==> config.mk <==
export PLATFORM = sky130hd
export DESIGN_NAME = mcf_framer
export DESIGN_NICKNAME = d
export VERILOG_FILES = /design/src/verilog/mcf_pkg.sv /design/src/verilog/mcf_framer.sv
export SDC_FILE = /design/constraint.sdc
export NUM_CORES = 2
export LEC_CHECK = 0
export ABC_AREA = 1
export BUFFER_PORTS_ARGS = -buffer_cell sky130_fd_sc_hd__buf_4
export CAP_MARGIN = 25
export CORE_UTILIZATION = 55
export DETAILED_ROUTE_END_ITERATION = 10
export PLACE_DENSITY_LB_ADDON = 0.05
export SYNTH_ARGS = -nofsm -noshare
export SYNTH_HDL_FRONTEND = slang
export SYNTH_SLANG_ARGS = --single-unit
export TNS_END_PERCENT = 50
==> constraint.sdc <==
create_clock -name clk_sys -period 4 [get_ports clk_sys]
set_input_delay 0.8 -clock clk_sys [delete_from_list [all_inputs] [get_ports clk_sys]]
set_output_delay 0.8 -clock clk_sys [all_outputs]
set_load 0.01 [all_outputs]
==> src/verilog/mcf_pkg.sv <==
/*
  Shared constants, state encodings and the check-sequence function of the
  management channel framer.
  Assumes a single clock domain; line-frame strobes come from same-clock logic.
*/
package mcf_pkg;

  // Octet values
  localparam logic [7:0] SYNC = 8'h7E;
  localparam logic [7:0] ESC = 8'h7D;
  localparam logic [7:0] ESC_XOR = 8'h20;
  localparam logic [7:0] ESC_SYNC = 8'h5E;
  localparam logic [7:0] ESC_ESC = 8'h5D;

  // Line mapping: 20 channel bits a line frame, 5 octets per frame pair
  localparam logic [4:0] CH_BITS = 5'h14;
  localparam logic [2:0] GRP_OCTETS = 3'h5;
  localparam logic [2:0] BIT_LAST = 3'h7;

  // Frame limits, 75 octets at most, addr + id + 2 check octets at least
  localparam logic [6:0] MAX_FRAME = 7'h4B;
  localparam logic [6:0] MIN_FRAME = 7'h04;
  localparam logic [6:0] FCS_OCTETS = 7'h02;
  localparam logic [6:0] ID_INDEX = 7'h01;
  localparam logic [6:0] ADDR_INDEX = 7'h00;
  localparam logic [2:0] PROBE_SYNCS = 3'h5;
  localparam logic [2:0] GAP_SYNCS = 3'h1;

  // Check sequence
  localparam logic [15:0] FCS_INIT = 16'hFFFF;
  localparam logic [15:0] FCS_POLY_REV = 16'h8408;
  localparam logic [15:0] FCS_GOOD = 16'hF0B8;

  // Addresses
  localparam logic [3:0] ADDR_NEIGHBOUR = 4'h0;
  localparam logic [3:0] ADDR_BCAST = 4'hF;
  localparam logic [3:0] ADDR_BAD_LO = 4'hD;
  localparam logic [3:0] ADDR_BAD_HI = 4'hE;

  // Message identifier ranges
  localparam logic [7:0] ID_PROBE = 8'h01;
  localparam logic [7:0] ID_REQ_LAST = 8'h40;
  localparam logic [7:0] ID_RSP_FIRST = 8'h80;
  localparam logic [7:0] ID_RSP_LAST = 8'hC0;

  localparam int FIFO_DEPTH = 8;

  typedef enum logic [4:0] {
    TX_IDLE = 5'h01,
    TX_ADDR = 5'h02,
    TX_BODY = 5'h04,
    TX_FCS_LO = 5'h08,
    TX_FCS_HI = 5'h10
  } mcf_tx_state_t;

  // Reflected CRC, one octet, least significant bit first
  function automatic logic [15:0] mcf_fcs_byte(logic [15:0] f, logic [7:0] b);
    logic [15:0] c;
    c = f;
    for (int i = 0; i < 8; i++) begin
      if (c[0] ^ b[i]) begin
        c = (c >> 1) ^ FCS_POLY_REV;
      end else begin
        c = c >> 1;
      end
    end
    return c;
  endfunction

endpackage

==> src/verilog/mcf_framer.sv <==
/*
  Management channel framer: message FIFO, transmit framer with stuffing and
  check sequence, line-bit mapper, receive aligner and deframer with buffer.
  Assumes line strobes at least 24 clocks apart and a message source that
  delivers a started message without gaps.
*/
// Behaviour
// - Channel uses bits 1 to 20 per line frame; two frames carry five octets.
// - Octets start at bits 1,9,17 then 5,13; each sent LSB first.
// - Receiver finds octet alignment by hunting the 7E sync pattern.
// - With dual-loop active, identical copies go out on both loops.
// - Numeric fields travel most significant octet first, LSB first within.
// - Fixed strings, first character first, space padded or null ended.
// - Channel is a plain octet stream; messages are whole octets.
// - First octet: destination low nibble, source high nibble; no control.
// - At least one sync between frames; idle time filled with syncs.
// - Discovery probe frames follow at least five sync octets.
// - Frame at most 75 octets, excluding syncs and escape octets.
// - Information field holds one message, identifier octet first.
// - Transmit 7E as 7D,5E and 7D as 7D,5D.
// - Receive 7D,5E as 7E, 7D,5D as 7D; other escape pairs abort.
// - Check sequence covers unstuffed content, appended as two octets.
// - Check sequence bits sent reversed, low octet first.
// - Separate source and destination addresses per upstream and downstream.
// - Address F is broadcast destination only, never a source.
// - Destination 0 means the directly attached neighbour.
// - Address 1 office end, 2 remote end, 3-A regenerators; D,E barred.
// - Identifiers 0-64 requests, 128-192 responses.

module mcf_fifo #(
  parameter int W = 9,
  parameter int D = mcf_pkg::FIFO_DEPTH
) (
  // Clock and reset
  input wire logic clk_sys,
  input wire logic arst_n,
  // Fill side
  input wire logic in_valid,
  input wire logic [W-1:0] in_data,
  output logic in_ready,
  // Drain side
  output logic out_valid,
  output logic [W-1:0] out_data,
  input wire logic out_ready
);
  localparam int AW = $clog2(D);

  typedef struct packed {
    logic [D-1:0][W-1:0] mem;
    logic [AW-1:0] wp;
    logic [AW-1:0] rp;
    logic [AW:0] cnt;
    logic rdy;
  } mcf_fifo_state_t;

  mcf_fifo_state_t q;
  mcf_fifo_state_t d;
  logic push;
  logic pop;

  always_comb begin
    d = q;
    push = in_valid && q.rdy;
    pop = out_ready && (q.cnt != '0);
    if (push) begin
      d.mem[q.wp] = in_data;
      d.wp = (q.wp == AW'(D - 1)) ? '0 : q.wp + 1'b1;
    end
    if (pop) begin
      d.rp = (q.rp == AW'(D - 1)) ? '0 : q.rp + 1'b1;
    end
    d.cnt = q.cnt + {{AW{1'b0}}, push} - {{AW{1'b0}}, pop};
    // Registered ready keeps the fill side free of a combinational path
    d.rdy = d.cnt != (AW + 1)'(D);
  end

  always_ff @(posedge clk_sys or negedge arst_n) begin
    if (!arst_n) begin
      q <= '0;
    end else begin
      q <= d;
    end
  end

  assign in_ready = q.rdy;
  assign out_valid = q.cnt != '0;
  assign out_data = q.mem[q.rp];
endmodule // mcf_fifo

module mcf_framer (
  // Clock and reset
  input wire logic clk_sys,
  input wire logic arst_n,
  // Unit addresses and line options
  input wire logic line_side,
  input wire logic [3:0] up_src,
  input wire logic [3:0] up_dst,
  input wire logic [3:0] dn_src,
  input wire logic [3:0] dn_dst,
  input wire logic dual_loop_en,
  // Outgoing message octets
  input wire logic tx_valid,
  input wire logic [7:0] tx_data,
  input wire logic tx_last,
  output logic tx_ready,
  // Line transmit
  input wire logic line_tx_req,
  output logic [19:0] tx_bits_a,
  output logic [19:0] tx_bits_b,
  // Line receive
  input wire logic line_rx_valid,
  input wire logic [19:0] rx_bits,
  // Incoming message octets
  output logic rx_valid,
  output logic [7:0] rx_data,
  output logic rx_last,
  input wire logic rx_ready,
  output logic [3:0] rx_src,
  output logic [3:0] rx_dst,
  output logic rx_for_unit,
  output logic rx_bcast,
  output logic rx_is_req,
  output logic rx_is_rsp,
  output logic rx_frame_err,
  output logic rx_locked
);
  typedef struct packed {
    mcf_pkg::mcf_tx_state_t st;
    logic [2:0] syncs;
    logic [6:0] tlen;
    logic [15:0] tfcs;
    logic esc_pend;
    logic [7:0] esc_oct;
    logic drain;
    logic [3:0] tsrc;
    logic [3:0] tdst;
    logic [4:0][7:0] grp;
    logic [2:0] fill;
    logic [39:0] sh;
    logic phase;
    logic [19:0] bits_a;
    logic [19:0] bits_b;
    logic [19:0] sr;
    logic [4:0] nb;
    logic [7:0] win;
    logic locked;
    logic [2:0] bc;
    logic inf;
    logic esc;
    logic bad;
    logic [6:0] len;
    logic [15:0] fcs;
    logic [74:0][7:0] mem;
    logic busy;
    logic [6:0] rd;
    logic [6:0] last_idx;
    logic rv;
    logic [7:0] rdat;
    logic rlast;
    logic [3:0] rsrc;
    logic [3:0] rdst;
    logic for_unit;
    logic bcast;
    logic is_req;
    logic is_rsp;
    logic err;
  } mcf_state_t;

  function automatic logic addr_allowed(logic [3:0] a);
    return !(a == mcf_pkg::ADDR_BAD_LO || a == mcf_pkg::ADDR_BAD_HI);
  endfunction

  mcf_state_t q;
  mcf_state_t d;
  logic f_valid;
  logic [8:0] f_word;
  logic f_pop;
  logic [7:0] o;
  logic [7:0] raw;
  logic emit;
  logic stuff;
  logic ev;
  logic [7:0] win_n;
  logic [7:0] dec;
  logic good;
  logic [3:0] own;

  mcf_fifo #(.W(9), .D(mcf_pkg::FIFO_DEPTH)) u_fifo (
    .clk_sys(clk_sys),
    .arst_n(arst_n),
    .in_valid(tx_valid),
    .in_data({tx_last, tx_data}),
    .in_ready(tx_ready),
    .out_valid(f_valid),
    .out_data(f_word),
    .out_ready(f_pop)
  );

  always_comb begin
    d = q;
    f_pop = 1'b0;
    o = mcf_pkg::SYNC;
    raw = mcf_pkg::SYNC;
    emit = 1'b0;
    stuff = 1'b0;
    ev = 1'b0;
    win_n = q.win;
    dec = q.win;
    good = 1'b0;
    own = line_side ? dn_src : up_src;
    d.err = 1'b0;

    // Transmit: one octet into the line group per clock while room remains and no truncated message is being drained
    if (q.drain && f_valid) begin
      f_pop = 1'b1;
      d.drain = !f_word[8];
    end else if (q.fill < mcf_pkg::GRP_OCTETS) begin
      emit = 1'b1;
      if (q.esc_pend) begin
        o = q.esc_oct ^ mcf_pkg::ESC_XOR;
        d.esc_pend = 1'b0;
      end else begin
        case (q.st)
          mcf_pkg::TX_IDLE: begin
            o = mcf_pkg::SYNC;
            if (q.syncs < mcf_pkg::PROBE_SYNCS) begin
              d.syncs = q.syncs + 3'h1;
            end
            if (f_valid && !q.drain && (q.syncs >= ((f_word[7:0] ==
                mcf_pkg::ID_PROBE) ? mcf_pkg::PROBE_SYNCS :
                mcf_pkg::GAP_SYNCS))) begin
              d.st = mcf_pkg::TX_ADDR;
              d.tfcs = mcf_pkg::FCS_INIT;
              d.tlen = 7'h01;
              d.tsrc = line_side ? dn_src : up_src;
              d.tdst = line_side ? dn_dst : up_dst;
              if (d.tsrc == mcf_pkg::ADDR_BCAST) begin
                d.tsrc = mcf_pkg::ADDR_NEIGHBOUR;
              end
            end
          end
          mcf_pkg::TX_ADDR: begin
            raw = {q.tsrc, q.tdst};
            stuff = 1'b1;
            d.tfcs = mcf_pkg::mcf_fcs_byte(q.tfcs, raw);
            d.st = mcf_pkg::TX_BODY;
          end
          mcf_pkg::TX_BODY: begin
            // identifier then content, passed in order
            raw = f_word[7:0];
            stuff = f_valid;
            emit = f_valid;
            f_pop = f_valid;
            if (f_valid) begin
              d.tfcs = mcf_pkg::mcf_fcs_byte(q.tfcs, raw);
              d.tlen = q.tlen + 7'h01;
              if (f_word[8] ||
                  d.tlen == mcf_pkg::MAX_FRAME - mcf_pkg::FCS_OCTETS) begin
                d.st = mcf_pkg::TX_FCS_LO;
                d.drain = !f_word[8];
              end
            end
          end
          mcf_pkg::TX_FCS_LO: begin
            raw = ~q.tfcs[7:0];
            stuff = 1'b1;
            d.st = mcf_pkg::TX_FCS_HI;
          end
          mcf_pkg::TX_FCS_HI: begin
            raw = ~q.tfcs[15:8];
            stuff = 1'b1;
            d.st = mcf_pkg::TX_IDLE;
            d.syncs = '0;
          end
          default: begin
            d.st = mcf_pkg::TX_IDLE;
          end
        endcase
        if (stuff) begin
          if (raw == mcf_pkg::SYNC || raw == mcf_pkg::ESC) begin
            o = mcf_pkg::ESC;
            d.esc_pend = 1'b1;
            d.esc_oct = raw;
          end else begin
            o = raw;
          end
        end
      end
      if (emit) begin
        d.grp[q.fill] = o;
        d.fill = q.fill + 3'h1;
      end
    end

    // five octets over two line frames
    if (line_tx_req) begin
      if (!q.phase) begin
        // An unfinished group is replaced by syncs to keep alignment
        d.sh = (q.fill == mcf_pkg::GRP_OCTETS) ? q.grp : {5{mcf_pkg::SYNC}};
        if (q.fill == mcf_pkg::GRP_OCTETS) begin
          d.fill = '0;
        end
        // octet boundaries at bits 1, 9, 17 then 5, 13
        d.bits_a = d.sh[19:0];
      end else begin
        d.bits_a = q.sh[39:20];
      end
      d.phase = !q.phase;
      d.bits_b = dual_loop_en ? d.bits_a : '0;
    end

    // Receive bit engine, LSB first into the octet window
    if (q.nb != '0) begin
      win_n = {q.sr[0], q.win[7:1]};
      d.win = win_n;
      d.sr = q.sr >> 1;
      d.nb = q.nb - 5'h01;
      if (!q.locked) begin
        if (win_n == mcf_pkg::SYNC) begin
          d.locked = 1'b1;
          d.bc = '0;
          ev = 1'b1;
        end
      end else if (q.bc == mcf_pkg::BIT_LAST) begin
        d.bc = '0;
        ev = 1'b1;
      end else begin
        d.bc = q.bc + 3'h1;
      end
    end
    if (line_rx_valid) begin
      d.sr = rx_bits;
      d.nb = mcf_pkg::CH_BITS;
    end

    // Receive deframer
    if (ev) begin
      if (win_n == mcf_pkg::SYNC) begin
        if (q.inf && q.len != '0) begin
          good = !q.bad && q.len >= mcf_pkg::MIN_FRAME &&
                 q.fcs == mcf_pkg::FCS_GOOD &&
                 q.mem[mcf_pkg::ADDR_INDEX][7:4] != mcf_pkg::ADDR_BCAST &&
                 addr_allowed(q.mem[mcf_pkg::ADDR_INDEX][7:4]) &&
                 addr_allowed(q.mem[mcf_pkg::ADDR_INDEX][3:0]);
          if (good && !q.busy) begin
            d.busy = 1'b1;
            d.rd = mcf_pkg::ID_INDEX;
            d.last_idx = q.len - mcf_pkg::FCS_OCTETS - 7'h01;
            d.rsrc = q.mem[mcf_pkg::ADDR_INDEX][7:4];
            d.rdst = q.mem[mcf_pkg::ADDR_INDEX][3:0];
            d.for_unit = d.rdst == mcf_pkg::ADDR_NEIGHBOUR ||
                         d.rdst == own || d.rdst == mcf_pkg::ADDR_BCAST;
            d.bcast = d.rdst == mcf_pkg::ADDR_BCAST;
            d.is_req = q.mem[mcf_pkg::ID_INDEX] <= mcf_pkg::ID_REQ_LAST;
            d.is_rsp = q.mem[mcf_pkg::ID_INDEX] >= mcf_pkg::ID_RSP_FIRST &&
                       q.mem[mcf_pkg::ID_INDEX] <= mcf_pkg::ID_RSP_LAST;
          end else begin
            d.err = 1'b1;
          end
        end
        d.inf = 1'b1;
        d.len = '0;
        d.fcs = mcf_pkg::FCS_INIT;
        d.bad = 1'b0;
        d.esc = 1'b0;
      end else if (q.inf) begin
        if (win_n == mcf_pkg::ESC && !q.esc) begin
          d.esc = 1'b1;
        end else if (q.esc && win_n != mcf_pkg::ESC_SYNC &&
                     win_n != mcf_pkg::ESC_ESC) begin
          d.inf = 1'b0;
          d.esc = 1'b0;
          d.locked = 1'b0;
          d.err = 1'b1;
        end else begin
          dec = q.esc ? (win_n ^ mcf_pkg::ESC_XOR) : win_n;
          d.esc = 1'b0;
          d.fcs = mcf_pkg::mcf_fcs_byte(q.fcs, dec);
          if (q.len == mcf_pkg::MAX_FRAME) begin
            d.bad = 1'b1;
          end else if (!q.busy || q.rd > q.len) begin
            d.mem[q.len] = dec;
            d.len = q.len + 7'h01;
          end else begin
            // Readout still owns this slot, so the new frame is lost
            d.bad = 1'b1;
          end
        end
      end
    end

    // Readout of a checked frame, address and check octets removed
    if (q.busy && (!q.rv || rx_ready)) begin
      d.rv = 1'b1;
      d.rdat = q.mem[q.rd];
      d.rlast = q.rd == q.last_idx;
      d.rd = q.rd + 7'h01;
      d.busy = q.rd != q.last_idx;
    end else if (q.rv && rx_ready) begin
      d.rv = 1'b0;
    end
  end

  always_ff @(posedge clk_sys or negedge arst_n) begin
    if (!arst_n) begin
      q <= '0;
      q.st <= mcf_pkg::TX_IDLE;
    end else begin
      q <= d;
    end
  end

  assign tx_bits_a = q.bits_a;
  assign tx_bits_b = q.bits_b;
  assign rx_valid = q.rv;
  assign rx_data = q.rdat;
  assign rx_last = q.rlast;
  assign rx_src = q.rsrc;
  assign rx_dst = q.rdst;
  assign rx_for_unit = q.for_unit;
  assign rx_bcast = q.bcast;
  assign rx_is_req = q.is_req;
  assign rx_is_rsp = q.is_rsp;
  assign rx_frame_err = q.err;
  assign rx_locked = q.locked;
endmodule // mcf_framer

## Word level (Yosys, flattened, before mapping)

Cells that the tools add are included.

| cells by class | value |
|---|---|
| magnitude comparators | 16 |
| reductions and logical operators | 77 |
| add/sub/neg operators | 13 |
| eq/ne operators | 40 |
| bitwise gates (word level) | 58 |
| multiplexer cells | 236 |

Operators by type and width:

| cell | number |
|---|---|
| 2-to-1 mux 16 bit | 122 |
| 2-to-1 mux 624 bit | 2 |
| 2-to-1 mux 600 bit | 2 |
| 2-to-1 mux 626 bit | 1 |
| bitwise mux 600 bit | 1 |
| 2-to-1 mux 8 bit | 15 |
| 2-to-1 mux 43 bit | 2 |
| 2-to-1 mux 84 bit | 1 |
| bitwise mux 72 bit | 1 |
| inverter 2 -> 3 bit | 23 |
| 2-to-1 mux 15 bit | 4 |
| binary-select mux 8 bit (select 7 bit) | 1 |
| demux 8 bit (select 7 bit) | 1 |
| 2-to-1 mux 52 bit | 1 |
| case mux 16 bit (3 select lines) | 1 |
| 2-to-1 mux 23 bit | 2 |
| 2-to-1 mux 9 bit | 5 |
| bitwise mux 40 bit | 1 |
| == test 8 x 7 -> 1 bit, second input constant | 5 |
| 2-to-1 mux 20 bit | 2 |
| 2-to-1 mux 40 bit | 1 |
| 2-to-1 mux 1 bit | 39 |
| 2-to-1 mux 37 bit | 1 |
| case mux 8 bit (4 select lines) | 1 |
| other kinds (71) | 205 |

| word-level totals | value |
|---|---|
| output and inout bits | 65 |
| register bits after elaboration | 957 |
| word-level logic and storage cells | 569 |
| input port bits | 53 |

## Longest topological paths before layout

| logic depth | value |
|---|---|
| depth after elaboration | 59 |
| gate-level depth with buffers | 22 |

## Cells and area by module

From an unflattened synthesis, not the netlist that was laid out.

| unflattened totals | value |
|---|---|
| cells, all modules | 6053 |
| area, all modules | 46858.7 um^2 |

Modules (own cells, without submodules):

| module | times used | area each (um^2) | cells each | seq. area each (um^2) |
|---|---|---|---|---|
| mcf_framer | 1 | 42475.7 | 5502 | 21371.7 |
| mcf_fifo | 1 | 4383.0 | 551 | 2077.0 |

## Least setup slack after synthesis

No wires, ideal clock.

| timing path | value |
|---|---|
| path kind | flip-flop to flip-flop |
| start | reg u_fifo.q[5] (netlist name) |
| end | reg q[853] (netlist name) |
| cell stages (with the launch flop) | 21 |
| data required time | 3.859 ns |
| arrival time | 2.875 ns |
| slack | 0.984 ns |
| buffers on the path | 3 |
| cell sequence | dfrtp_1 > clkbuf_1 > clkinv_1 > clkbuf_1 > o21ai_0 > nand3_1 > nand2_1 > nand4_1 > nor3b_1 > nand3_1 > ha_1 > o21ai_0 > nand2_1 > nand2_1 > nand2_1 > nand2_1 > a21oi_1 > inv_1 > clkbuf_1 > a21oi_1 > a22oi_1 |

| on the way | value |
|---|---|
| longest elaborated chain between the ends | 37 |
| elaborated cells on any way between the ends | 45 |
| classes of those cells | order compare: 1; eq/ne: 2; mux: 36; bitwise: 4; reduce/logical: 2 |

Ends and longest elaborated chain:

| element | RTL line | source |
|---|---|---|
| from (decl) | mcf_framer.sv:56 | `mcf_fifo_state_t q;` |
| from (signal assigned) | mcf_framer.sv:79 | `q <= '0;` |
| from (signal assigned) | mcf_framer.sv:81 | `q <= d;` |
| binary-select mux 9 bit (select 3 bit) * | mcf_framer.sv:87 | `assign out_data = q.mem[q.rp];` |
| 2-to-1 mux 9 bit (implied by the code) * | mcf_framer.sv:87 |  |
| XOR 1 bit | mcf_pkg.sv:61 | `if (c[0] ^ b[i]) begin` |
| 2-to-1 mux 16 bit | mcf_pkg.sv:61 |  |
| 2-to-1 mux 16 bit | mcf_framer.sv:254 | `if (f_valid) begin` |
| 2-to-1 mux 16 bit | mcf_framer.sv:223 | `case (q.st)` |
| 2-to-1 mux 16 bit | mcf_framer.sv:219 | `if (q.esc_pend) begin` |
| 2-to-1 mux 16 bit | mcf_framer.sv:217 | `end else if (q.fill < mcf_pkg::GRP_OCTETS) begin` |
| [... 21 more ...] | n/a |  |
| 2-to-1 mux 16 bit | mcf_framer.sv:223 |  |
| 2-to-1 mux 16 bit | mcf_framer.sv:219 |  |
| 2-to-1 mux 16 bit | mcf_framer.sv:217 |  |
| 2-to-1 mux 16 bit | mcf_framer.sv:214 | `if (q.drain && f_valid) begin` |
| inverter 2 -> 3 bit (no source line) | n/a |  |
| 2-to-1 mux 16 bit | mcf_pkg.sv:61 |  |
| 2-to-1 mux 23 bit | mcf_framer.sv:254 |  |
| case mux 16 bit (3 select lines) | mcf_framer.sv:223 |  |
| to (decl) | mcf_framer.sv:173 | `mcf_state_t q;` |

Mark *: on every way between the ends. The rest lies on a longest branch, timed or not. The select of a mux whose other input is x is not followed.
A chain may end at the register's enable or synchronous reset.

## Worst setup path in the final report

| timing path | value |
|---|---|
| start | reg u_fifo.q[5] (netlist name) |
| end | reg q[845] (netlist name) |

| on the way | value |
|---|---|
| longest elaborated chain between the ends | 37 |
| elaborated cells on any way between the ends | 43 |
| classes of those cells | order compare: 1; eq/ne: 2; mux: 36; bitwise: 2; reduce/logical: 2 |

Ends and longest elaborated chain:

| element | RTL line |
|---|---|
| binary-select mux 9 bit (select 3 bit) * | mcf_framer.sv:87 |
| 2-to-1 mux 9 bit (implied by the code) * | mcf_framer.sv:87 |
| XOR 1 bit | mcf_pkg.sv:61 |
| 2-to-1 mux 16 bit | mcf_pkg.sv:61 |
| 2-to-1 mux 16 bit | mcf_framer.sv:254 |
| 2-to-1 mux 16 bit | mcf_framer.sv:223 |
| 2-to-1 mux 16 bit | mcf_framer.sv:219 |
| 2-to-1 mux 16 bit | mcf_framer.sv:217 |
| [... 21 more ...] | n/a |
| 2-to-1 mux 16 bit | mcf_framer.sv:254 |
| 2-to-1 mux 16 bit | mcf_framer.sv:223 |
| 2-to-1 mux 16 bit | mcf_framer.sv:219 |
| 2-to-1 mux 16 bit | mcf_framer.sv:217 |
| 2-to-1 mux 16 bit | mcf_framer.sv:214 |
| 2-to-1 mux 16 bit | mcf_pkg.sv:61 |
| 2-to-1 mux 23 bit | mcf_framer.sv:254 |
| case mux 16 bit (3 select lines) | mcf_framer.sv:223 |

Marked as above.

==> metrics.md <==
| Metric | Value |
|---|---|
| Status | `complete, no violations` |
| DR iter-0 viols | `between 4,000 and 5,000` |
| Syn. warnings | `0` |
| Async S/R FF share, synth | `1.00` |
| Non-filler cells, final | `6,964` |
| Die footprint | `between 80,000 and 90,000 sq um` |
| Syn_nets | `5,906` |
| Initial core utilization | `0.560` |
| Clk Latency, worst-skew pair | `approximately 0.7 ns` |
| Maxcap violations | `0` |
| Vias in the first global route | `38,865` |
| Total power | `31.9 mW` |
| # IOs | `roughly 120` |
| Unrepaired setup endpoints after global routing | `false` |
| Initial DRT Pass Iterations | `9` |
| Leakage | `26.3 nW` |
| Hold Path Class | `in -> async` |
| Final slew viol count | `0` |
| Die height | `roughly 290 microns` |
| Post-Place Cells | `between 6,000 and 7,000` |
| Number of vias per cell | `between 5 and 6` |
| R2r endpoint | `q[845]` |
| Antenna viol nets, final | `0` |
| Data arrival, critical path | `~4.0 ns` |
| Relative slew slack | `0.227` |
| Final setup viols | `0` |
| Cell Area, Placed | `between 40,000 and 50,000 sq um` |
| Crit path kind | `reg -> reg` |
| DP HPWL | `89,600 microns` |
| Most common cell after layout, fill and taps aside | `nand2_1` |
| I/O Buffers | `roughly 120` |
| Tightest Pin Transition | `1.16 ns` |
| Crit path max fanout | `34` |
| Buffer count from post-CTS setup fixing | `0` |
| Synth Flop Type | `dfrtp_1` |
| Post-synthesis sequential area ratio | `0.507` |
| Largest net degree at the start of global routing | `around 110` |
| Slowest CP cell | `dfrtp_1` |
| Mapped cell area | `46,200 sq um` |
| Setup crit start kind | `flop` |
| ANT cells | `0` |
| Clock transition at path regs | `about 0.060 ns` |
| Wirelength per Cell | `around 20 microns` |
| Post_cts resized | `0` |
| TritonCTS clock tree | `done` |
| WP buf/inv | `3` |
| Reg2reg setup slack | `0.55 ns` |
| H-tree levels | `3` |
| Initial antenna violation count | `2` |
| Root Driver | `clkbuf_16` |
| EDFF count, synth | `0` |
| RR Startpoint | `u_fifo.q[5]` |
| FP Rows | `between 100 and 150` |
| Setup crit end kind | `flop` |
| Setup slack after placement | `just under 0.6 ns` |
| Post-synth cell types | `57` |
| Crit path top cell by count | `nand2_1` |
| Sink Count | `around 940` |
| Area Overhead vs Synth | `11.1%` |
| CP delay by family, top | `simple AND/OR/NAND/NOR gates` |
| Global route total overflow | `0` |
| Avg Cell Area, Syn | `between 7 and 8 sq um` |
| Commonest non-fill, non-tap cells in the layout | `nand2_1, dfrtp_1, nand3_1` |
| Final setup margin | `0.546 ns` |
| Clock period minus worst slack | `3.45 ns` |
| Number of synthesized register bits | `approximately 940` |
| Deepest clock path buffer count | `3` |
| Die span in x | `292 microns` |
| GP Congestion | `between 0.9 and 1` |
| Total global-route track usage | `0.336` |
| CP cell instances | `clkinv_1, buf_4, nand2_1, nand2_1, nand2_1, nand3_1, nand2_1, nand4_1, nor3b_1, nand3_1, ha_1, o21ai_0, nand2_1, nand2_1, nand2_1, nand2_1, a21oi_1, inv_1, nor2_1, a21boi_0` |
| Design Area, Final | `51,400 sq um` |
| First-pass GRT wire length | `around 230,000 microns` |
| WP data required | `about 4.6 ns` |
| Post-synthesis instance total | `just under 6,000` |
| Final nets | `5,894` |
| DRC | `0` |
| Routed WL | `between 100,000 and 150,000 microns` |
| TNS Setup | `0 ns` |
| Fin crit share | `0.863` |
| Delay of the slowest critical-path stage | `roughly 0.56 ns` |
| Power Dens Cells | `~620 nW/um^2` |
| Share of cells above drive strength 1 | `0.0920` |
| CTS buffer count | `between 100 and 150` |
| Max frequency | `~0.29 GHz` |
| Hold Vio Cnt, Final | `0` |
| Cts hold-fix bufs | `0` |
| Via count | `roughly 41,000` |
| Worst VDD drop | `between 300 and 400 uV` |
| Core Region | `82,600 sq um` |
| Skew final | `between 0.02 and 0.025 ns` |
| Cells on worst reg2reg path | `20` |
-- stage by stage --
| stage | hold WS (ns) | util |
|---|---|---|
| 5_1_grt | 0.128 | 0.622 |
| 3_3_place_gp | 0.438 | 0.581 |
| 4_1_cts | 0.0985 | 0.621 |
| 2_1_floorplan | 0.423 | - |
| 6_report | 0.102 | 0.622 |
| 3_5_place_dp | 0.445 | 0.581 |
-- metal layers --
| layer | vias up | wire [microns] | global-route usage |
|---|---|---|---|
| li1 | 19163 | - | - |
| met1 | 19718 | 60600 | 0.467 |
| met2 | 1653 | 66000 | 0.528 |
| met3 | 387 | 9850 | 0.0471 |
| met4 | 2 | 6710 | 0.149 |
| met5 | - | 13 | 0 |
-- cell type report --
cell class,count,area [sq um]
Fill cell,7441,31200
Sequential cell,937,23500
Multi-Input combinational cell,4280,20000
Clock buffer,146,2970
Timing Repair Buffer,270,2430
Tap cell,1070,1340
Inverter,220,835
Clock inverter,41,398
-- where the power goes --
| group | switching (mW) | internal (mW) | leakage [nW] |
|---|---|---|---|
| Sequential | 0.828 | 10.6 | 12.5 |
| Combinational | 7.79 | 3.27 | 12.1 |
| Clock | 3.96 | 5.54 | 1.68 |
| Total | 12.6 | 19.4 | 26.3 |
-- registers in the layout (all words and copies together) (netlist names), 4 cells and up --
register   cells
q            790
u_fifo.q      82
tx_bits_a     20
tx_bits_b     20
rx_data        8
rx_dst         4
rx_src         4
-- synthesized netlist by cell type, drive strengths merged (2+ instances only) --
master | count | area [sq um]
a21oi | 79 | 395
nor3 | 23 | 125
nand4 | 63 | 394
ha | 30 | 375
or2 | 9 | 56.3
a22oi | 99 | 743
nand3b | 3 | 22.5
inv | 210 | 788
a21boi | 7 | 52.6
o211ai | 53 | 398
a31oi | 3 | 18.8
a32oi | 2 | 17.5
o22ai | 12 | 75.1
a2bb2oi | 8 | 70.1
nor4 | 5 | 31.3
o221ai | 15 | 131
buf | 159 | 1220
dfrtp | 936 | 23400
o31ai | 4 | 30.0
mux2i | 5 | 50.1
o2111ai | 16 | 140
nand2 | 2023 | 7760
nor2 | 436 | 1640
o21ai | 412 | 2100
nor3b | 3 | 27.5
clkbuf | 226 | 848
o22a | 15 | 131
nand3 | 868 | 4340
and2 | 2 | 12.5
xnor2 | 14 | 123
xor2 | 60 | 526
clkinv | 10 | 37.5
-- worst max-delay path by stage --
stage                      from  endpoint  slack, ns  cells past startpoint
floorplan           u_fifo.q[5]    q[853]       0.98                     20
global placement         q[676]    q[545]       0.70                     17
detailed placement       q[676]    q[546]       0.59                     17
CTS                 u_fifo.q[5]    q[844]       0.55                     18
global route             q[676]    q[338]       0.18                     17
finish              u_fifo.q[5]    q[845]       0.55                     20
-- logic make-up (layout without fill, tap and decap cells) --
logic type	count (synthesis)	after routing	synth area share
xor gates and xnor gates	74	74	0.0140
AOI/OAI and AO/OA	734	734	0.0948
DFF	937	937	0.507
muxes	5	5	0.00108
and+or+nand+nor	3436	3436	0.312
adders and majority gates	31	31	0.00855
buffers and inverters	605	677	0.0625
-- worst register-to-register path: stages, from the launching register on --
cell and delay [ns]:
dfrtp_1 0.56, clkinv_1 0.11, buf_4 0.25, nand2_1 0.10, nand2_1 0.05, nand2_1 0.05, nand3_1 0.09, nand2_1 0.16
nand4_1 0.11, nor3b_1 0.26, nand3_1 0.22, ha_1 0.33, o21ai_0 0.08, nand2_1 0.09, nand2_1 0.06, nand2_1 0.05
nand2_1 0.11, a21oi_1 0.07, inv_1 0.32, nor2_1 0.09, a21boi_0 0.21
No activity file was read; power rests on OpenSTA's default activity.
